==> src/cbt_map.svh <==
// Register offsets, field positions, reset values and timing counts
// for the bit timing and synchronisation block.
// Assumes a 32-bit AXI4-Lite register bus, one register per aligned word.
`ifndef CBT_MAP_SVH
`define CBT_MAP_SVH

// ********************************************************
// Register byte offsets
// ********************************************************
`define CBT_OFS_PRESCALE_JUMP 32'h0000_0000
`define CBT_OFS_SEGMENTS      32'h0000_0004
`define CBT_OFS_PHASE2        32'h0000_0008
`define CBT_OFS_CONTROL       32'h0000_000C
`define CBT_OFS_STATUS        32'h0000_0010
`define CBT_ADDR_BITS         5

// ********************************************************
// Field positions
// ********************************************************
`define CBT_PRESCALE_LSB 0
`define CBT_PRESCALE_MSB 5
`define CBT_JUMP_LSB     6
`define CBT_JUMP_MSB     7
`define CBT_PROP_LSB     0
`define CBT_PROP_MSB     2
`define CBT_PH1_LSB      3
`define CBT_PH1_MSB      5
`define CBT_TRIPLE_BIT   6
`define CBT_PH2SEL_BIT   7
`define CBT_PH2_LSB      0
`define CBT_PH2_MSB      2
`define CBT_CFGMODE_BIT  0
`define CBT_STICKY_LSB   4
`define CBT_STICKY_MSB   6

// ********************************************************
// Reset values and fixed timing
// ********************************************************
`define CBT_RST_PRESCALE_JUMP 8'h00
`define CBT_RST_SEGMENTS      8'h00
`define CBT_RST_PHASE2        8'h01
`define CBT_RST_CFGMODE       1'h1
`define CBT_IPT_TQ            4'h2
`define CBT_CRC_POLY          15'h4599
`define CBT_RESP_OKAY         2'h0
`define CBT_RESP_SLVERR       2'h2

`endif

==> src/cbt_pkg.sv <==
// Types shared by the bit timing block and its surroundings.
// Assumes the protocol engine reports the field of the bit being sampled.
`default_nettype none
package cbt_pkg;

  // Bit time segments, Gray coded along sync-prop-ph1-ph2
  typedef enum logic [1:0] {
    CBT_SEG_SYNC = 2'b00,
    CBT_SEG_PROP = 2'b01,
    CBT_SEG_PH1  = 2'b11,
    CBT_SEG_PH2  = 2'b10
  } cbt_seg_t;

  // Frame field of the current bit
  typedef enum logic [2:0] {
    CBT_FLD_IDLE      = 3'h0,
    CBT_FLD_SOF_DATA  = 3'h1,
    CBT_FLD_CRC_SEQ   = 3'h2,
    CBT_FLD_CRC_DELIM = 3'h3,
    CBT_FLD_ACK_SLOT  = 3'h4,
    CBT_FLD_ACK_DELIM = 3'h5,
    CBT_FLD_EOF       = 3'h6,
    CBT_FLD_IFS       = 3'h7
  } cbt_field_t;

  // Frame state from the protocol engine
  typedef struct packed {
    cbt_field_t field;
    logic tx_active;
    logic rx_active;
    logic stuff_bit;
    logic bus_idle;
    logic tx_bit;
  } cbt_frame_t;

  // Error indications
  typedef struct packed {
    logic crc;
    logic ack;
    logic form;
  } cbt_err_t;

endpackage

`default_nettype wire

==> src/cbt_top.sv <==
// Bit timing, synchronisation and frame error checks of a CAN node.
// Assumes a protocol engine on MCLK_I supplying frame state, and a
// transceiver on the bus pins.
`include "cbt_map.svh"
`timescale 1ns/1ns
`default_nettype none

module cbt_top
  import cbt_pkg::*;
(
  // Clock and reset
  input wire logic MCLK_I,
  input wire logic RST_I,
  // Bus pins
  input wire logic RXD_I,
  output var logic TXD_O,
  // Protocol engine side
  input wire cbt_frame_t FRAME_I,
  output var logic BIT_START_O,
  output var logic SAMPLE_O,
  output var logic RX_BIT_O,
  output var cbt_err_t ERR_O,
  output var logic ERR_FRAME_O,
  output var logic RETX_O,
  // AXI4-Lite write channels
  input wire logic [31:0] AWADDR_I,
  input wire logic AWVALID_I,
  output var logic AWREADY_O,
  input wire logic [31:0] WDATA_I,
  input wire logic [3:0] WSTRB_I,
  input wire logic WVALID_I,
  output var logic WREADY_O,
  output var logic [1:0] BRESP_O,
  output var logic BVALID_O,
  input wire logic BREADY_I,
  // AXI4-Lite read channels
  input wire logic [31:0] ARADDR_I,
  input wire logic ARVALID_I,
  output var logic ARREADY_O,
  output var logic [31:0] RDATA_O,
  output var logic [1:0] RRESP_O,
  output var logic RVALID_O,
  input wire logic RREADY_I
);

  // ********************************************************
  // Declarations
  // ********************************************************
  logic [7:0] cfg1_r, cfg2_r, cfg3_r;
  logic cfg_mode_r;
  logic [2:0] sticky_r;
  logic [31:0] aw_addr_r, w_data_r;
  logic aw_have_r, w_have_r, w_strb0_r;
  logic awready_r, wready_r, bvalid_r, arready_r, rvalid_r;
  logic [1:0] bresp_r, rresp_r;
  logic [31:0] rdata_r;
  logic aw_take, w_take, do_wr, aw_have_nxt, w_have_nxt, ar_take, rvalid_nxt;
  logic [4:0] wr_ofs, rd_ofs;
  logic rx_m1_r, rx_s2_r, rx_prev_r;
  logic [5:0] pre_cnt_r;
  logic half_r;
  logic half_tick, tq_tick;
  cbt_seg_t seg_r;
  logic [3:0] tq_cnt_r;
  logic [2:0] ext_r, shrink_r;
  logic synced_r, last_bit_r;
  logic [1:0] samp_sh_r;
  logic [3:0] prop_len, ph1_len, ph2_base, ph2_eff, ph2_end, sjw_len;
  logic [4:0] err_mag;
  logic fall, use_edge, hard_sync, resync, pos_err, neg_err, restart;
  logic small_err, seg_end, sample_pt, smp_bit;
  logic txd_r, bit_start_r, sample_r, rx_bit_r, err_frame_r, retx_r;
  logic bit_go;
  cbt_err_t err_r, err_now;
  logic [14:0] crc_r;
  logic crc_fb;

  // ********************************************************
  // AXI4-Lite slave
  // ********************************************************
  assign aw_take = AWVALID_I && awready_r;
  assign w_take = WVALID_I && wready_r;
  assign do_wr = aw_have_r && w_have_r && !bvalid_r;
  assign aw_have_nxt = (aw_have_r && !do_wr) || aw_take;
  assign w_have_nxt = (w_have_r && !do_wr) || w_take;
  assign ar_take = ARVALID_I && arready_r;
  assign rvalid_nxt = (rvalid_r && !RREADY_I) || ar_take;
  assign wr_ofs = aw_addr_r[`CBT_ADDR_BITS-1:0];
  assign rd_ofs = ARADDR_I[`CBT_ADDR_BITS-1:0];

  // Address and data capture, either order
  always_ff @(posedge MCLK_I or posedge RST_I)
  begin
    if (RST_I)
    begin
      aw_have_r <= 1'b0;
      w_have_r <= 1'b0;
      awready_r <= 1'b0;
      wready_r <= 1'b0;
      aw_addr_r <= 32'h0000_0000;
      w_data_r <= 32'h0000_0000;
      w_strb0_r <= 1'b0;
    end
    else
    begin
      aw_have_r <= aw_have_nxt;
      w_have_r <= w_have_nxt;
      awready_r <= !aw_have_nxt;
      wready_r <= !w_have_nxt;
      if (aw_take)
        aw_addr_r <= AWADDR_I;
      if (w_take)
      begin
        w_data_r <= WDATA_I;
        w_strb0_r <= WSTRB_I[0];
      end
    end
  end

  // Write response
  always_ff @(posedge MCLK_I or posedge RST_I)
  begin
    if (RST_I)
    begin
      bvalid_r <= 1'b0;
      bresp_r <= `CBT_RESP_OKAY;
    end
    else if (do_wr)
    begin
      bvalid_r <= 1'b1;
      bresp_r <= (aw_addr_r[31:`CBT_ADDR_BITS] == '0 && wr_ofs[1:0] == 2'h0 &&
                  {27'h000_0000, wr_ofs} <= `CBT_OFS_STATUS) ? `CBT_RESP_OKAY : `CBT_RESP_SLVERR;
    end
    else if (BREADY_I)
      bvalid_r <= 1'b0;
  end

  // Configuration registers, locked outside configuration mode
  always_ff @(posedge MCLK_I or posedge RST_I)
  begin
    if (RST_I)
    begin
      cfg1_r <= `CBT_RST_PRESCALE_JUMP;
      cfg2_r <= `CBT_RST_SEGMENTS;
      cfg3_r <= `CBT_RST_PHASE2;
      cfg_mode_r <= `CBT_RST_CFGMODE;
    end
    else if (do_wr && w_strb0_r && aw_addr_r[31:`CBT_ADDR_BITS] == '0)
    begin
      if (cfg_mode_r && {27'h000_0000, wr_ofs} == `CBT_OFS_PRESCALE_JUMP)
        cfg1_r <= w_data_r[7:0];
      if (cfg_mode_r && {27'h000_0000, wr_ofs} == `CBT_OFS_SEGMENTS)
        cfg2_r <= w_data_r[7:0];
      if (cfg_mode_r && {27'h000_0000, wr_ofs} == `CBT_OFS_PHASE2)
        cfg3_r <= w_data_r[7:0];
      if ({27'h000_0000, wr_ofs} == `CBT_OFS_CONTROL)
        cfg_mode_r <= w_data_r[`CBT_CFGMODE_BIT];
    end
  end

  // Sticky error flags, write one to clear, new error wins
  always_ff @(posedge MCLK_I or posedge RST_I)
  begin
    if (RST_I)
      sticky_r <= 3'h0;
    else if (do_wr && w_strb0_r && aw_addr_r[31:`CBT_ADDR_BITS] == '0 &&
             {27'h000_0000, wr_ofs} == `CBT_OFS_STATUS)
      sticky_r <= (sticky_r & ~w_data_r[`CBT_STICKY_MSB:`CBT_STICKY_LSB]) | err_r;
    else
      sticky_r <= sticky_r | err_r;
  end

  // Read channel
  always_ff @(posedge MCLK_I or posedge RST_I)
  begin
    if (RST_I)
    begin
      arready_r <= 1'b0;
      rvalid_r <= 1'b0;
      rdata_r <= 32'h0000_0000;
      rresp_r <= `CBT_RESP_OKAY;
    end
    else
    begin
      rvalid_r <= rvalid_nxt;
      arready_r <= !rvalid_nxt;
      if (ar_take)
      begin
        rdata_r <= 32'h0000_0000;
        rresp_r <= `CBT_RESP_OKAY;
        if (ARADDR_I[31:`CBT_ADDR_BITS] != '0)
          rresp_r <= `CBT_RESP_SLVERR;
        else
          unique case ({27'h000_0000, rd_ofs})
            `CBT_OFS_PRESCALE_JUMP: rdata_r[7:0] <= cfg1_r;
            `CBT_OFS_SEGMENTS: rdata_r[7:0] <= cfg2_r;
            `CBT_OFS_PHASE2: rdata_r[7:0] <= cfg3_r;
            `CBT_OFS_CONTROL: rdata_r[0] <= cfg_mode_r;
            `CBT_OFS_STATUS: rdata_r[7:0] <= {1'b0, sticky_r, FRAME_I.bus_idle, last_bit_r, seg_r};
            default: rresp_r <= `CBT_RESP_SLVERR;
          endcase
      end
    end
  end

  // ********************************************************
  // Receive pin synchroniser and edge detect
  // ********************************************************
  always_ff @(posedge MCLK_I or posedge RST_I)
  begin
    if (RST_I)
    begin
      rx_m1_r <= 1'b1;
      rx_s2_r <= 1'b1;
      rx_prev_r <= 1'b1;
    end
    else
    begin
      rx_m1_r <= RXD_I;
      rx_s2_r <= rx_m1_r;
      rx_prev_r <= rx_s2_r;
    end
  end

  // Only recessive to dominant counts
  assign fall = rx_prev_r && !rx_s2_r;

  // ********************************************************
  // Time quantum prescaler
  // ********************************************************
  // Half tick every prescale+1 clocks; quantum is twice that
  assign half_tick = pre_cnt_r == cfg1_r[`CBT_PRESCALE_MSB:`CBT_PRESCALE_LSB];
  assign tq_tick = half_tick && half_r;

  always_ff @(posedge MCLK_I or posedge RST_I)
  begin
    if (RST_I)
    begin
      pre_cnt_r <= 6'h00;
      half_r <= 1'b0;
    end
    else if (restart)
    begin
      pre_cnt_r <= 6'h00;
      half_r <= 1'b0;
    end
    else if (half_tick)
    begin
      pre_cnt_r <= 6'h00;
      half_r <= !half_r;
    end
    else
      pre_cnt_r <= pre_cnt_r + 6'h01;
  end

  // ********************************************************
  // Segment lengths
  // ********************************************************
  assign sjw_len = {2'b00, cfg1_r[`CBT_JUMP_MSB:`CBT_JUMP_LSB]} + 4'h1;
  assign prop_len = {1'b0, cfg2_r[`CBT_PROP_MSB:`CBT_PROP_LSB]} + 4'h1;
  assign ph1_len = {1'b0, cfg2_r[`CBT_PH1_MSB:`CBT_PH1_LSB]} + 4'h1 + {1'b0, ext_r};
  // Phase 2 base from its own field or from phase 1
  assign ph2_base = cfg2_r[`CBT_PH2SEL_BIT] ? {1'b0, cfg3_r[`CBT_PH2_MSB:`CBT_PH2_LSB]} + 4'h1
                                            : {1'b0, cfg2_r[`CBT_PH1_MSB:`CBT_PH1_LSB]} + 4'h1;
  assign ph2_eff = (ph2_base < `CBT_IPT_TQ) ? `CBT_IPT_TQ : ph2_base;
  assign ph2_end = (ph2_eff > {1'b0, shrink_r}) ? ph2_eff - {1'b0, shrink_r} : 4'h1;

  always_comb
  begin
    unique case (seg_r)
      CBT_SEG_SYNC: seg_end = 1'b1;
      CBT_SEG_PROP: seg_end = tq_cnt_r + 4'h1 >= prop_len;
      CBT_SEG_PH1: seg_end = tq_cnt_r + 4'h1 >= ph1_len;
      CBT_SEG_PH2: seg_end = tq_cnt_r + 4'h1 >= ph2_end;
    endcase
  end

  // ********************************************************
  // Synchronisation decision
  // ********************************************************
  assign use_edge = fall && last_bit_r && !synced_r;
  assign hard_sync = use_edge && FRAME_I.bus_idle;
  assign resync = use_edge && !FRAME_I.bus_idle;
  assign pos_err = seg_r == CBT_SEG_PROP || seg_r == CBT_SEG_PH1;
  assign neg_err = seg_r == CBT_SEG_PH2;

  // Phase error magnitude in quanta
  always_comb
  begin
    unique case (seg_r)
      CBT_SEG_PROP: err_mag = {1'b0, tq_cnt_r} + 5'h01;
      CBT_SEG_PH1: err_mag = {1'b0, prop_len} + {1'b0, tq_cnt_r} + 5'h01;
      CBT_SEG_PH2: err_mag = {1'b0, ph2_end} - {1'b0, tq_cnt_r};
      CBT_SEG_SYNC: err_mag = 5'h00;
    endcase
  end

  assign small_err = err_mag <= {1'b0, sjw_len};
  // Realign when hard sync or a small error allowed
  assign restart = hard_sync || (resync && small_err &&
                   (neg_err || (pos_err && txd_r)));
  assign sample_pt = tq_tick && seg_r == CBT_SEG_PH1 && seg_end && !restart;

  // Majority of three or the single sample point value
  assign smp_bit = cfg2_r[`CBT_TRIPLE_BIT] ?
                   ((rx_s2_r & samp_sh_r[0]) | (rx_s2_r & samp_sh_r[1]) | (samp_sh_r[0] & samp_sh_r[1]))
                   : rx_s2_r;

  // ********************************************************
  // Bit time sequencer
  // ********************************************************
  always_ff @(posedge MCLK_I or posedge RST_I)
  begin
    if (RST_I)
    begin
      seg_r <= CBT_SEG_SYNC;
      tq_cnt_r <= 4'h0;
      ext_r <= 3'h0;
      shrink_r <= 3'h0;
      synced_r <= 1'b0;
    end
    else if (restart)
    begin
      // Edge now lies in a fresh sync segment
      seg_r <= CBT_SEG_SYNC;
      tq_cnt_r <= 4'h0;
      ext_r <= 3'h0;
      shrink_r <= 3'h0;
      synced_r <= 1'b1;
    end
    else
    begin
      if (resync && pos_err && !small_err && txd_r)
      begin
        ext_r <= sjw_len[2:0];
        synced_r <= 1'b1;
      end
      else if (resync && neg_err && !small_err)
      begin
        shrink_r <= sjw_len[2:0];
        synced_r <= 1'b1;
      end
      if (tq_tick)
      begin
        if (seg_end)
        begin
          tq_cnt_r <= 4'h0;
          unique case (seg_r)
            CBT_SEG_SYNC: seg_r <= CBT_SEG_PROP;
            CBT_SEG_PROP: seg_r <= CBT_SEG_PH1;
            CBT_SEG_PH1: seg_r <= CBT_SEG_PH2;
            CBT_SEG_PH2:
            begin
              seg_r <= CBT_SEG_SYNC;
              ext_r <= 3'h0;
              shrink_r <= 3'h0;
              synced_r <= 1'b0;
            end
          endcase
        end
        else
          tq_cnt_r <= tq_cnt_r + 4'h1;
      end
    end
  end

  // Half-quantum sample history and received bit
  always_ff @(posedge MCLK_I or posedge RST_I)
  begin
    if (RST_I)
    begin
      samp_sh_r <= 2'b11;
      last_bit_r <= 1'b1;
    end
    else
    begin
      if (half_tick)
        samp_sh_r <= {samp_sh_r[0], rx_s2_r};
      if (sample_pt)
        last_bit_r <= smp_bit;
      else if (FRAME_I.bus_idle && !rx_s2_r)
        last_bit_r <= 1'b1;
    end
  end

  // ********************************************************
  // Transmit pin and bit strobes
  // ********************************************************
  // New bit: hard sync, early edge in phase 2, or normal end of phase 2
  assign bit_go = hard_sync || (restart && neg_err) ||
                  (tq_tick && seg_r == CBT_SEG_PH2 && seg_end && !restart);

  always_ff @(posedge MCLK_I or posedge RST_I)
  begin
    if (RST_I)
    begin
      txd_r <= 1'b1;
      bit_start_r <= 1'b0;
      sample_r <= 1'b0;
      rx_bit_r <= 1'b1;
    end
    else
    begin
      bit_start_r <= bit_go;
      sample_r <= sample_pt;
      if (sample_pt)
        rx_bit_r <= smp_bit;
      // New bit leaves the pin on hard sync, on an early edge in phase 2, or at the end of phase 2
      if (bit_go)
        txd_r <= !FRAME_I.tx_active || FRAME_I.tx_bit ||
                 FRAME_I.field == CBT_FLD_ACK_SLOT;
    end
  end

  // ********************************************************
  // Frame error checks
  // ********************************************************
  assign crc_fb = smp_bit ^ crc_r[14];

  always_comb
  begin
    err_now.crc = FRAME_I.rx_active && FRAME_I.field == CBT_FLD_CRC_DELIM && crc_r != 15'h0000;
    err_now.ack = FRAME_I.tx_active && FRAME_I.field == CBT_FLD_ACK_SLOT && smp_bit;
    err_now.form = !smp_bit && (FRAME_I.field == CBT_FLD_CRC_DELIM ||
                   FRAME_I.field == CBT_FLD_ACK_DELIM ||
                   FRAME_I.field == CBT_FLD_EOF || FRAME_I.field == CBT_FLD_IFS);
  end

  // Running CRC through the CRC field; zero remainder means match
  always_ff @(posedge MCLK_I or posedge RST_I)
  begin
    if (RST_I)
      crc_r <= 15'h0000;
    else if (FRAME_I.bus_idle || FRAME_I.field == CBT_FLD_IDLE)
      crc_r <= 15'h0000;
    else if (sample_pt && !FRAME_I.stuff_bit &&
             (FRAME_I.field == CBT_FLD_SOF_DATA || FRAME_I.field == CBT_FLD_CRC_SEQ))
      crc_r <= {crc_r[13:0], 1'b0} ^ (crc_fb ? `CBT_CRC_POLY : 15'h0000);
  end

  // One-cycle error pulses with error frame and retry
  always_ff @(posedge MCLK_I or posedge RST_I)
  begin
    if (RST_I)
    begin
      err_r <= 3'h0;
      err_frame_r <= 1'b0;
      retx_r <= 1'b0;
    end
    else
    begin
      err_r <= sample_pt ? err_now : 3'h0;
      err_frame_r <= sample_pt && (|err_now);
      retx_r <= sample_pt && FRAME_I.tx_active && (|err_now);
    end
  end

  // ********************************************************
  // Outputs
  // ********************************************************
  assign TXD_O = txd_r;
  assign BIT_START_O = bit_start_r;
  assign SAMPLE_O = sample_r;
  assign RX_BIT_O = rx_bit_r;
  assign ERR_O = err_r;
  assign ERR_FRAME_O = err_frame_r;
  assign RETX_O = retx_r;
  assign AWREADY_O = awready_r;
  assign WREADY_O = wready_r;
  assign BVALID_O = bvalid_r;
  assign BRESP_O = bresp_r;
  assign ARREADY_O = arready_r;
  assign RVALID_O = rvalid_r;
  assign RDATA_O = rdata_r;
  assign RRESP_O = rresp_r;

endmodule // cbt_top

`default_nettype wire

==> config.mk <==
export PLATFORM = sky130hd
export DESIGN_NAME = cbt_top
export DESIGN_NICKNAME = d
export VERILOG_FILES = /design/src/cbt_pkg.sv /design/src/cbt_top.sv
export VERILOG_INCLUDE_DIRS = /design/src
export SDC_FILE = /design/constraint.sdc
export NUM_CORES = 1
export LEC_CHECK = 0
export BUFFER_PORTS_ARGS = -buffer_cell sky130_fd_sc_hd__buf_2
export CORE_ASPECT_RATIO = 0.5
export CORE_UTILIZATION = 55
export DETAILED_ROUTE_END_ITERATION = 8
export MAX_ROUTING_LAYER = met4
export PLACE_DENSITY = 0.81
export SLEW_MARGIN = 10
export SYNTH_ARGS = -nofsm -noshare
export SYNTH_HDL_FRONTEND = slang
export SYNTH_SLANG_ARGS = --single-unit
export TNS_END_PERCENT = 50
==> constraint.sdc <==
create_clock -name MCLK_I -period 6.2 [get_ports MCLK_I]
set_clock_uncertainty 0.05 [all_clocks]
set_input_delay 1.24 -clock MCLK_I [delete_from_list [all_inputs] [get_ports MCLK_I]]
set_output_delay 1.24 -clock MCLK_I [all_outputs]
set_load 0.02 [all_outputs]
==> results of run 1 <==
power by group through the flow:
stage	Clock [mW]	Combinational, mW	Sequential [mW]
after floorplan	0	0.782	1.26
final	1.03	1.02	1.29
after global routing	1.07	1.12	1.32
after detailed placement	0	1.00	1.30
after CTS	1.04	1.01	1.29
after global placement	0	0.948	1.29
worst register-to-register path, stage by stage (launching register included):
cell and delay, ns:
sky130_fd_sc_hd__dfrtp_1 0.46, sky130_fd_sc_hd__ha_1 0.25, sky130_fd_sc_hd__xor2_1 0.16, sky130_fd_sc_hd__nor2_1 0.10
sky130_fd_sc_hd__a21oi_1 0.06, sky130_fd_sc_hd__or2_2 0.32, sky130_fd_sc_hd__nor2_1 0.11, sky130_fd_sc_hd__nor3_1 0.05
sky130_fd_sc_hd__a21oi_1 0.17, sky130_fd_sc_hd__ha_1 0.21, sky130_fd_sc_hd__fa_1 0.24, sky130_fd_sc_hd__nor2b_1 0.06
sky130_fd_sc_hd__o21ai_0 0.15, sky130_fd_sc_hd__nand2b_1 0.12, sky130_fd_sc_hd__nand2_1 0.11, sky130_fd_sc_hd__inv_1 0.05
sky130_fd_sc_hd__ha_1 0.20, sky130_fd_sc_hd__fa_1 0.52, sky130_fd_sc_hd__a21oi_1 0.08, sky130_fd_sc_hd__a22o_1 0.21
sky130_fd_sc_hd__ha_1 0.30, sky130_fd_sc_hd__nor2b_1 0.14, sky130_fd_sc_hd__o21a_1 0.16, sky130_fd_sc_hd__o21ai_0 0.37
sky130_fd_sc_hd__o211ai_4 0.19, sky130_fd_sc_hd__o311ai_0 0.59, sky130_fd_sc_hd__mux2_2 0.40
layout make-up:
cell class                 count  area (um^2)  share of cell area, %
multi-input combinational    472         3550                   41.6
sequential                   136         3420                   40.1
timing repair buffer         115          583                   6.84
clock buffer                  18          429                   5.04
tap                          170          213                   2.50
clock inverter                14          174                   2.04
inverter                      42          160                   1.88
cell families after synthesis:
family                     after synthesis
buffers and inverters                   84
other                                    1
and+or+nand+nor                        184
xor gates and xnor gates                30
muxes                                  102
AOI/OAI and AO/OA                       89
DFF                                    136
adders and majority gates               41
state kept, by name, summed over array words and instances (netlist names), 4 cells and up:
signal / cells
pre_cnt_r: 6
cfg1_r: 8
cfg3_r: 8
RDATA_O: 8
crc_r: 15
aw_addr_r: 32
cfg2_r: 8
tq_cnt_r: 4
w_data_r: 8
path summary, 6_finish.rpt:
path                                        from                   endpoint  slack [ns]  cells after the start
max in group asynchronous                  RST_I      cfg3_r[1]$_DFFE_PP0P_        3.86                      3
min in group asynchronous                  RST_I  aw_addr_r[26]$_DFFE_PP0P_        1.01                      2
min reg2reg                    rx_m1_r$_DFF_PP1_          rx_s2_r$_DFF_PP1_        0.31                      0
min                            rx_m1_r$_DFF_PP1_          rx_s2_r$_DFF_PP1_        0.31                      0
max reg2reg                cfg2_r[3]$_DFFE_PP0P_          TXD_O$_DFFE_PP1P_        0.32                     26
max                        cfg2_r[3]$_DFFE_PP0P_          TXD_O$_DFFE_PP1P_        0.32                     26
per-layer routing:
| layer | track usage, % | wire [um] | share of wire [%] |
|---|---|---|---|
| met2 | 40.0 | 7680 | 49 |
| met5 | - | 0 | 0 |
| met3 | 5.27 | 804 | 5.1 |
| met4 | 7.01 | 210 | 1.3 |
| met1 | 32.3 | 6980 | 45 |
per-stage QoR:
| stage | worst slack (ns) | hold WS [ns] | util [%] | power (mW) |
|---|---|---|---|---|
| after global placement | 0.648 | 0.297 | 61.8 | 2.23 |
| after global routing | 0.0835 | 0.318 | 66.5 | 3.51 |
| after CTS | 0.366 | 0.318 | 66.5 | 3.34 |
| final | 0.318 | 0.313 | 66.5 | 3.33 |
| after detailed placement | 0.408 | 0.305 | 61.8 | 2.30 |
| after floorplan | 1.02 | 0.295 | - | 2.04 |
Yosys cell counts (4+ instances only):
| cell | n | area share [%] |
|---|---|---|
| sky130_fd_sc_hd__nand3_1 | 14 | 0.96 |
| sky130_fd_sc_hd__inv_1 | 41 | 2.1 |
| sky130_fd_sc_hd__a21oi_1 | 26 | 1.8 |
| sky130_fd_sc_hd__nor3_1 | 9 | 0.62 |
| sky130_fd_sc_hd__nand4_1 | 8 | 0.69 |
| sky130_fd_sc_hd__o21ai_0 | 17 | 1.2 |
| sky130_fd_sc_hd__mux2i_1 | 34 | 4.7 |
| sky130_fd_sc_hd__buf_4 | 27 | 2.8 |
| sky130_fd_sc_hd__dfrtp_1 | 126 | 43 |
| sky130_fd_sc_hd__dfstp_2 | 10 | 3.6 |
| sky130_fd_sc_hd__xor2_1 | 14 | 1.7 |
| sky130_fd_sc_hd__nand3b_1 | 6 | 0.62 |
| sky130_fd_sc_hd__a31oi_1 | 4 | 0.34 |
| sky130_fd_sc_hd__a21o_1 | 5 | 0.51 |
| sky130_fd_sc_hd__clkbuf_1 | 9 | 0.46 |
| sky130_fd_sc_hd__a221o_1 | 7 | 0.96 |
| sky130_fd_sc_hd__nor2_1 | 60 | 3.1 |
| sky130_fd_sc_hd__xnor2_1 | 16 | 1.9 |
| sky130_fd_sc_hd__or2_2 | 4 | 0.34 |
| sky130_fd_sc_hd__ha_1 | 36 | 6.2 |
| sky130_fd_sc_hd__a22o_1 | 9 | 1.1 |
| sky130_fd_sc_hd__fa_1 | 4 | 1.1 |
| sky130_fd_sc_hd__or3_1 | 4 | 0.34 |
| sky130_fd_sc_hd__nand2b_1 | 6 | 0.51 |
| sky130_fd_sc_hd__nor2b_1 | 5 | 0.43 |
| sky130_fd_sc_hd__nand2_1 | 36 | 1.9 |
| sky130_fd_sc_hd__nor4_1 | 18 | 1.5 |
| sky130_fd_sc_hd__mux2_2 | 68 | 10 |
==> flow_summary.json, run 1 <==
{
  "syn_to_final_growth_pct": 16.7,
  "first_pass_grt_wire_length_um": 26100,
  "worst_hold_path_type": "reg -> reg",
  "numPortBuffers": 112,
  "fill_cells": 945,
  "grt_overflow_total": 0,
  "synth-edff-count": 0,
  "switching_share_pct": 34.0,
  "wl_per_cell_um": 16.2,
  "arrival_ns": 6.18,
  "timing.final.crit_period_ns": 5.88,
  "drt_pre_antenna_iters": 6,
  "critical-path-top-cell-by-count": "sky130_fd_sc_hd__ha_1",
  "grt_antenna_before_repair": 0,
  "clkLatencyLatePin_ns": 0.42,
  "io-pin-count": 166,
  "synth_area_um2": 7300,
  "post_synth_fa_ha_maj_area_fraction_pct": 7.40,
  "detail-route-antenna-nets": 0,
  "crit_path_top_delay_cell": "sky130_fd_sc_hd__o311ai_0",
  "dieHeight_um": 83.5,
  "synth_compound_gate_area_share_pct": 8.50,
  "timing.max_slew.rel_slack_pct": 31.6,
  "final.setup.tns_ns": 0,
  "floorplan.core_area_um2": 12800,
  "result_of_the_run": "finished, final reports clean",
  "cts-resized-gates": 0,
  "route.vias.total": 5415,
  "fin_cells": 967,
  "cts_sinks": 136,
  "drt_iter0_markers": 334,
  "nets": 940,
  "synth-xor-area-share_pct": 3.60,
  "final_common_cell": "sky130_fd_sc_hd__dfrtp_1",
  "start_util_pct": 57.0,
  "postCtsHoldBufs": 0,
  "cts-buffers-inserted": 17,
  "critical_path.n_buffers_inverters": 1,
  "totalWireLength_um": 15700,
  "dp.final_hpwl_um": 11300,
  "gp_congestion": 0.884,
  "drive_gt1_share_pct": 30.2,
  "synth_cell_types": 61,
  "grt_use_total_pct": 25.0,
  "grt_setup_unrepaired": "no",
  "core.rowCount": 29,
  "post_cts.repair.setup_buffers": 0,
  "drt_drc_violations_left": 0,
  "power.share.combinational_pct": 30.5,
  "start_kind": "flop",
  "grt_max_degree": 87,
  "max-clock-path-buffers": 2,
  "final_design_area_excluding_fillers_um2": 8520,
  "via_per_inst": 5.60,
  "seq_total_area_yosys_pct": 46.8,
  "internal-power_mw": 2.20,
  "ys_async_sr_fraction_pct": 100,
  "final_count_of_hold_timing_violations": 0,
  "cp-end-kind": "flop",
  "cts.clk_slew.worst_paths_ns": 0.06,
  "worstSetupPathType": "reg -> reg",
  "dpl-instance-area_um2": 7920,
  "critPathMaxStageDelay_ns": 0.59,
  "worst-path-max-fanout": 6,
  "final-setup-viol-count": 0,
  "post-place-cells": 935,
  "worst-slew-pin-transition_ns": 1.03,
  "drv.max_cap_violation_count": 0,
  "share_clk_of_total_power_pct": 30.8,
  "synthesis.instances": 667,
  "final_period_utilization_pct": 94.9,
  "via_count_of_the_first_global_routing_pass": 5441,
  "power_density_nw_per_um2": 391,
  "postSynthRegisterBits": 136,
  "timing.fmax_mhz": 170,
  "vdd_ir_drop_max_uv": 271,
  "maxSlewViolCount": 0,
  "power.sequential.fraction_pct": 38.7,
  "cp.required_ns": 6.50,
  "p_leak_nw": 4.24,
  "tritoncts": "yes",
  "fp.dieArea_um2": 13800,
  "cts_max_level": 4,
  "yosysWarningCount": 0,
  "most_frequent_cells_in_the_layout": "sky130_fd_sc_hd__dfrtp_1 (126), sky130_fd_sc_hd__buf_2 (112), sky130_fd_sc_hd__mux2_2 (68)",
  "net-switching-power_mw": 1.13,
  "fp.dieW_um": 165,
  "synth_top_flop_cell": "sky130_fd_sc_hd__dfrtp_1",
  "synthesis.area_per_instance_um2": 10.9,
  "yosys-mux-area-fraction_pct": 15.1,
  "antennaDiodeCount": 0,
  "basic_gate_share_of_the_synthesized_area_counting_and_or_nand_and_nor_cells_pct": 12.6,
  "cts-root-buf": "sky130_fd_sc_hd__clkbuf_16",
  "synth_top_family_by_area": "multiplexers",
  "worst_path_dominant_cell_family": "compound AO/OA/AOI/OAI gates"
}
(Power assumes the default switching activity.)
==> inputs of run 2 (changes only) <==
- BUFFER_PORTS_ARGS: -buffer_cell sky130_fd_sc_hd__buf_2 -> -buffer_cell sky130_fd_sc_hd__buf_4
==> run 2 against run 1 <==
  * Worst hold slack got worse by 0.015 ns
  * Worst setup slack improved by 0.18 ns
  * Sequential share of layout area decreased by 1.2 points
  * Via count increased by 0.81%
  * Cell count unchanged
  * Core utilization increased by 2.1 points
  * Wire length increased by 3.0%
  * First-iteration DRC count increased by 6.0%
  * Register-to-register slack improved by 0.18 ns
  * Non-clock buffer count unchanged
  * Largest cell class unchanged
  * Highest routed layer unchanged
==> flow_summary.json, run 2 (synthesized netlist as in run 1, its figures left out) <==
{
  "final.setup.tns_ns": 0,
  "vdd_ir_drop_max_uv": 258,
  "cts_max_level": 4,
  "worst_hold_path.num_cells": 0,
  "timing.final.crit_period_ns": 5.70,
  "post_cts.repair.setup_buffers": 0,
  "drive_gt1_share_pct": 30.2,
  "fp.dieArea_um2": 13800,
  "tritoncts": "yes",
  "max-clock-path-buffers": 2,
  "dp.final_hpwl_um": 11700,
  "route.vias.total": 5459,
  "fp.dieW_um": 165,
  "most_frequent_cells_in_the_layout": "sky130_fd_sc_hd__dfrtp_1 (126), sky130_fd_sc_hd__buf_4 (115), sky130_fd_sc_hd__mux2_2 (68)",
  "r2r_setup_slack_ns": 0.50,
  "p_leak_nw": 4.33,
  "syn_to_final_growth_pct": 20.3,
  "place_ws_ns": 0.488,
  "crit-reg2reg-capture": "TXD_O$_DFFE_PP1P_",
  "grt_setup_unrepaired": "no",
  "io-pin-count": 166,
  "grt_antenna_before_repair": 0,
  "arrival_ns": 5.99,
  "drt_drc_violations_left": 0,
  "final_count_of_hold_timing_violations": 0,
  "largest_register": "aw_addr_r",
  "cts_sinks": 136,
  "start_util_pct": 57.0,
  "drv.max_cap_violation_count": 0,
  "post-route-util_pct": 68.6,
  "start_kind": "flop",
  "worstSetupPathType": "reg -> reg",
  "setup_slack_ns": 0.502,
  "dieHeight_um": 83.5,
  "cts-root-buf": "sky130_fd_sc_hd__clkbuf_16",
  "reg_top3": "aw_addr_r: 32 flops, crc_r: 15 flops",
  "grt_overflow_total": 0,
  "nets": 940,
  "grt_use_total_pct": 25.7,
  "worst-slew-pin-transition_ns": 0.986,
  "final_period_utilization_pct": 91.9,
  "final_common_cell": "sky130_fd_sc_hd__dfrtp_1",
  "maxSlewViolCount": 0,
  "gp_congestion": 0.919,
  "final-setup-viol-count": 0,
  "via_per_inst": 5.65,
  "largest_register_ffs": 32,
  "detail-route-antenna-nets": 0,
  "hold_start": "rx_m1_r$_DFF_PP1_",
  "critical_path.reg2reg.startpoint": "cfg2_r[3]$_DFFE_PP0P_",
  "reg2regPathDepth": 26,
  "result_of_the_run": "finished, final reports clean",
  "via_count_of_the_first_global_routing_pass": 5506,
  "cts.clk_slew.worst_paths_ns": 0.06,
  "cts-buffers-inserted": 17,
  "antennaDiodeCount": 0,
  "first_pass_grt_wire_length_um": 26600,
  "power_density_nw_per_um2": 380,
  "cp-end-kind": "flop",
  "min_delay_worst_endpoint": "rx_s2_r$_DFF_PP1_",
  "grt_max_degree": 82,
  "drt_iter0_markers": 354,
  "floorplan.core_area_um2": 12800,
  "timing.max_slew.rel_slack_pct": 34.2,
  "worst_hold_path_type": "reg -> reg",
  "numPortBuffers": 112,
  "clkLatencyLatePin_ns": 0.42,
  "core.rowCount": 29,
  "drt_pre_antenna_iters": 5,
  "worst-path-max-fanout": 6,
  "totalWireLength_um": 16200,
  "cp.required_ns": 6.50,
  "timing.fmax_mhz": 175,
  "wl_per_cell_um": 16.7
}
[run 2: area by class of cell]
class	instances	area, um^2
clock buffer	19	443
clock inverter	13	145
fill	922	4020
inverter	42	160
multi-input combinational	472	3550
sequential	136	3420
tap	170	213
timing repair buffer	115	863
[run 2: worst max path at each step]
stage / end / start / slack [ns] / cells after the start
final: TXD_O$_DFFE_PP1P_ / cfg2_r[3]$_DFFE_PP0P_ / 0.50 / 26
after detailed placement: TXD_O$_DFFE_PP1P_ / cfg2_r[3]$_DFFE_PP0P_ / 0.49 / 26
after floorplan: crc_r[0]$_DFFE_PP0P_ / cfg2_r[3]$_DFFE_PP0P_ / 1.02 / 28
after CTS: TXD_O$_DFFE_PP1P_ / cfg2_r[3]$_DFFE_PP0P_ / 0.40 / 26
after global placement: TXD_O$_DFFE_PP1P_ / cfg2_r[3]$_DFFE_PP0P_ / 0.64 / 26
after global routing: TXD_O$_DFFE_PP1P_ / cfg2_r[3]$_DFFE_PP0P_ / 0.13 / 26
[run 2: through the flow]
stage	hold slack (ns)	area, um^2	cells	total power [mW]
2_1_floorplan	0.295	7400	692	2.04
3_3_place_gp	0.296	8200	935	2.26
3_5_place_dp	0.302	8200	935	2.31
4_1_cts	0.299	8790	967	3.34
5_1_grt	0.299	8790	967	3.53
6_report	0.299	8790	967	3.34
[run 2: repair_timing]
item	4_1_cts	5_1_grt
gates resized for setup	0	1
endpoints found under the setup margin	0	2
hold buffers	0	0
[run 2: layer usage]
metal	wire, um	share of wire (%)	up-vias	GRT usage [%]
met5	0	0	-	-
met4	248	1.5	0	9.01
met3	908	5.6	28	5.66
met2	7970	49	167	40.7
met1	7020	43	2717	32.6
li1	-	-	2547	-
[run 2: worst max-delay path, stage by stage (launching register included)]
cell	delay, ns
sky130_fd_sc_hd__dfrtp_1	0.51
sky130_fd_sc_hd__ha_1	0.23
sky130_fd_sc_hd__xor2_1	0.22
sky130_fd_sc_hd__nor2_1	0.06
sky130_fd_sc_hd__a21oi_1	0.18
sky130_fd_sc_hd__or2_2	0.17
sky130_fd_sc_hd__nor2_1	0.04
sky130_fd_sc_hd__nor3_1	0.16
sky130_fd_sc_hd__a21oi_1	0.07
sky130_fd_sc_hd__ha_1	0.22
sky130_fd_sc_hd__fa_1	0.42
sky130_fd_sc_hd__nor2b_1	0.12
sky130_fd_sc_hd__o21ai_0	0.08
sky130_fd_sc_hd__nand2b_1	0.12
sky130_fd_sc_hd__nand2_1	0.10
sky130_fd_sc_hd__inv_1	0.07
sky130_fd_sc_hd__ha_1	0.18
sky130_fd_sc_hd__fa_1	0.44
sky130_fd_sc_hd__a21oi_1	0.16
sky130_fd_sc_hd__a22o_1	0.16
sky130_fd_sc_hd__ha_1	0.24
sky130_fd_sc_hd__nor2b_1	0.14
sky130_fd_sc_hd__o21a_1	0.16
sky130_fd_sc_hd__o21ai_1	0.27
sky130_fd_sc_hd__o211ai_4	0.17
sky130_fd_sc_hd__o311ai_0	0.52
sky130_fd_sc_hd__mux2_2	0.40
[run 2: power by group]
part / internal, mW / switching (mW)
Clock: 0.606 / 0.399
Combinational: 0.491 / 0.550
Sequential: 1.10 / 0.189
Total: 2.20 / 1.14
==> inputs of run 3 (changes only) <==
- CORE_UTILIZATION: 55 -> 44
- PLACE_DENSITY: 0.81 -> 0.67
- RECOVER_POWER: unset -> 100
==> run 3 against run 2 <==
  * The flow now finishes with violations (capacitance limit, slew limit)
  * Global-route usage fell by 5.8 points
  * Wire length fell by 3.8%
  * Combinational power fell by 4%
  * Non-clock buffer count did not move
  * Register-to-register slack barely moved
  * Worst setup slack improved by 0.0052 ns
  * Critical path depth rose by 1
  * Critical path type unchanged
==> flow_summary.json, run 3 (synthesized netlist as in run 1, its figures left out) <==
{
  "worstSetupPathType": "reg -> reg",
  "cts_max_level": 4,
  "vdd_ir_drop_max_uv": 172,
  "cts-resized-gates": 0,
  "final.setup.tns_ns": 0,
  "drive_gt1_share_pct": 26.4,
  "cts.clk_slew.worst_paths_ns": 0.06,
  "via_count_of_the_first_global_routing_pass": 5280,
  "dieHeight_um": 93.1,
  "place_ws_ns": 0.536,
  "fp.dieArea_um2": 17100,
  "postCtsHoldBufs": 0,
  "drv.max_cap_violation_count": 2,
  "grt_antenna_before_repair": 0,
  "setup_slack_ns": 0.507,
  "cp-end-kind": "flop",
  "p_leak_nw": 4.21,
  "clkLatencyLatePin_ns": 0.42,
  "cts-buffers-inserted": 17,
  "io-pin-count": 166,
  "grt_setup_unrepaired": "no",
  "critPathMaxStageDelay_ns": 0.74,
  "final_count_of_hold_timing_violations": 0,
  "failed_checks": "capacitance limit, slew limit",
  "final-setup-viol-count": 0,
  "tritoncts": "yes",
  "most_frequent_cells_in_the_layout": "sky130_fd_sc_hd__dfrtp_1 (126), sky130_fd_sc_hd__buf_4 (82), sky130_fd_sc_hd__mux2_2 (67)",
  "gp_congestion": 0.902,
  "crit_path_top_delay_cell": "sky130_fd_sc_hd__or4_1",
  "worst_hold_path_type": "reg -> reg",
  "grt_overflow_total": 0,
  "drt_drc_violations_left": 0,
  "reg_top3": "aw_addr_r: 32 flops, crc_r: 15 flops",
  "worst_path_dominant_cell_family": "simple AND/OR/NAND/NOR gates",
  "numPortBuffers": 112,
  "worst-path-max-fanout": 8,
  "nets": 940,
  "maxSlewViolCount": 113,
  "via_per_inst": 5.19,
  "dp.final_hpwl_um": 11500,
  "worst-slew-pin-transition_ns": 3.37,
  "largest_register": "aw_addr_r",
  "final_period_utilization_pct": 91.8,
  "post-route-util_pct": 55.2,
  "largest_register_ffs": 32,
  "critical_path.reg2reg.startpoint": "cfg2_r[3]$_DFFE_PP0P_",
  "grt_max_degree": 79,
  "first_pass_grt_wire_length_um": 25900,
  "post-place-cells": 986,
  "timing.max_slew.rel_slack_pct": -126,
  "drt_pre_antenna_iters": 4,
  "arrival_ns": 5.97,
  "post_cts.repair.setup_buffers": 0,
  "drt_iter0_markers": 288,
  "floorplan.core_area_um2": 15800,
  "timing.final.crit_period_ns": 5.69,
  "core.rowCount": 32,
  "timing.fmax_mhz": 176,
  "cts_sinks": 136,
  "antennaDiodeCount": 0,
  "syn_to_final_growth_pct": 19.4,
  "fin_cells": 1017,
  "fp.dieW_um": 184,
  "critical_path.startpoint": "cfg2_r[3]$_DFFE_PP0P_",
  "grt_use_total_pct": 19.9,
  "start_util_pct": 46.2,
  "result_of_the_run": "finished with violations",
  "detail-route-antenna-nets": 0,
  "critical_path.n_buffers_inverters": 1,
  "cts-root-buf": "sky130_fd_sc_hd__clkbuf_16",
  "wl_per_cell_um": 15.3,
  "max-clock-path-buffers": 2,
  "cp.required_ns": 6.48,
  "power_density_nw_per_um2": 372,
  "final_common_cell": "sky130_fd_sc_hd__dfrtp_1",
  "route.vias.total": 5280,
  "fill_cells": 1391,
  "hold_start": "rx_m1_r$_DFF_PP1_",
  "totalWireLength_um": 15500,
  "start_kind": "flop"
}
## run 3: layer usage
metal	vias up	global-route usage, %	wire (um)
met5	-	-	0
met4	0	6.53	164
met3	18	3.35	547
met2	129	31.6	7560
met1	2592	26.1	7270
li1	2541	-	-
## run 3: stage by stage
stage	hold WS (ns)	cell area (um^2)	total power [mW]
6_report	0.310	8720	3.25
3_3_place_gp	0.297	8270	2.28
5_1_grt	0.313	8720	3.45
3_5_place_dp	0.298	8270	2.32
4_1_cts	0.307	8830	3.30
2_1_floorplan	0.295	7400	2.04
## run 3: where the power goes
part           switching, mW  leakage (nW)  internal [mW]  total, mW
Sequential             0.182          1.73           1.10       1.28
Clock                  0.395         0.272          0.566      0.961
Combinational          0.533          2.21          0.469       1.00
Total                   1.11          4.21           2.14       3.25
## run 3: worst paths after layout
path	end	slack, ns	cells after the start
setup / recovery	RETX_O$_DFF_PP0_	0.51	27
hold / removal	rx_s2_r$_DFF_PP1_	0.31	0
setup reg to reg	RETX_O$_DFF_PP0_	0.51	27
hold reg to reg	rx_s2_r$_DFF_PP1_	0.31	0
max in group asynchronous	RDATA_O[0]$_DFFE_PP0P_	1.80	3
min in group asynchronous	crc_r[10]$_DFFE_PP0P_	1.77	2
## run 3: layout make-up
| type | instances | area (um^2) | area share [%] |
|---|---|---|---|
| Tap cell | 221 | 277 | 3.17 |
| Clock buffer | 19 | 443 | 5.08 |
| Multi-Input combinational cell | 472 | 3540 | 40.6 |
| Clock inverter | 12 | 119 | 1.36 |
| Timing Repair Buffer | 115 | 767 | 8.79 |
| Inverter | 42 | 159 | 1.82 |
| Sequential cell | 136 | 3420 | 39.2 |
## run 3: worst reg2reg max path, cell delays in order (launching register included)
cell and delay (ns):
sky130_fd_sc_hd__dfrtp_1 0.46, sky130_fd_sc_hd__ha_1 0.24, sky130_fd_sc_hd__xor2_1 0.16, sky130_fd_sc_hd__nor2_1 0.10, sky130_fd_sc_hd__a21oi_1 0.06, sky130_fd_sc_hd__or2_2 0.32
sky130_fd_sc_hd__nor2_1 0.10, sky130_fd_sc_hd__nor2_1 0.04, sky130_fd_sc_hd__a21oi_1 0.15, sky130_fd_sc_hd__ha_1 0.21, sky130_fd_sc_hd__fa_1 0.24, sky130_fd_sc_hd__nor2b_1 0.06
sky130_fd_sc_hd__o21ai_0 0.14, sky130_fd_sc_hd__nand2b_1 0.10, sky130_fd_sc_hd__nand2_1 0.10, sky130_fd_sc_hd__inv_1 0.05, sky130_fd_sc_hd__ha_1 0.20, sky130_fd_sc_hd__fa_1 0.50
sky130_fd_sc_hd__a21oi_1 0.07, sky130_fd_sc_hd__a22o_1 0.21, sky130_fd_sc_hd__ha_1 0.29, sky130_fd_sc_hd__nor2b_1 0.13, sky130_fd_sc_hd__o21a_1 0.12, sky130_fd_sc_hd__o21ai_0 0.18
sky130_fd_sc_hd__o211ai_4 0.19, sky130_fd_sc_hd__nor2_1 0.10, sky130_fd_sc_hd__or4_1 0.74, sky130_fd_sc_hd__a311oi_2 0.30
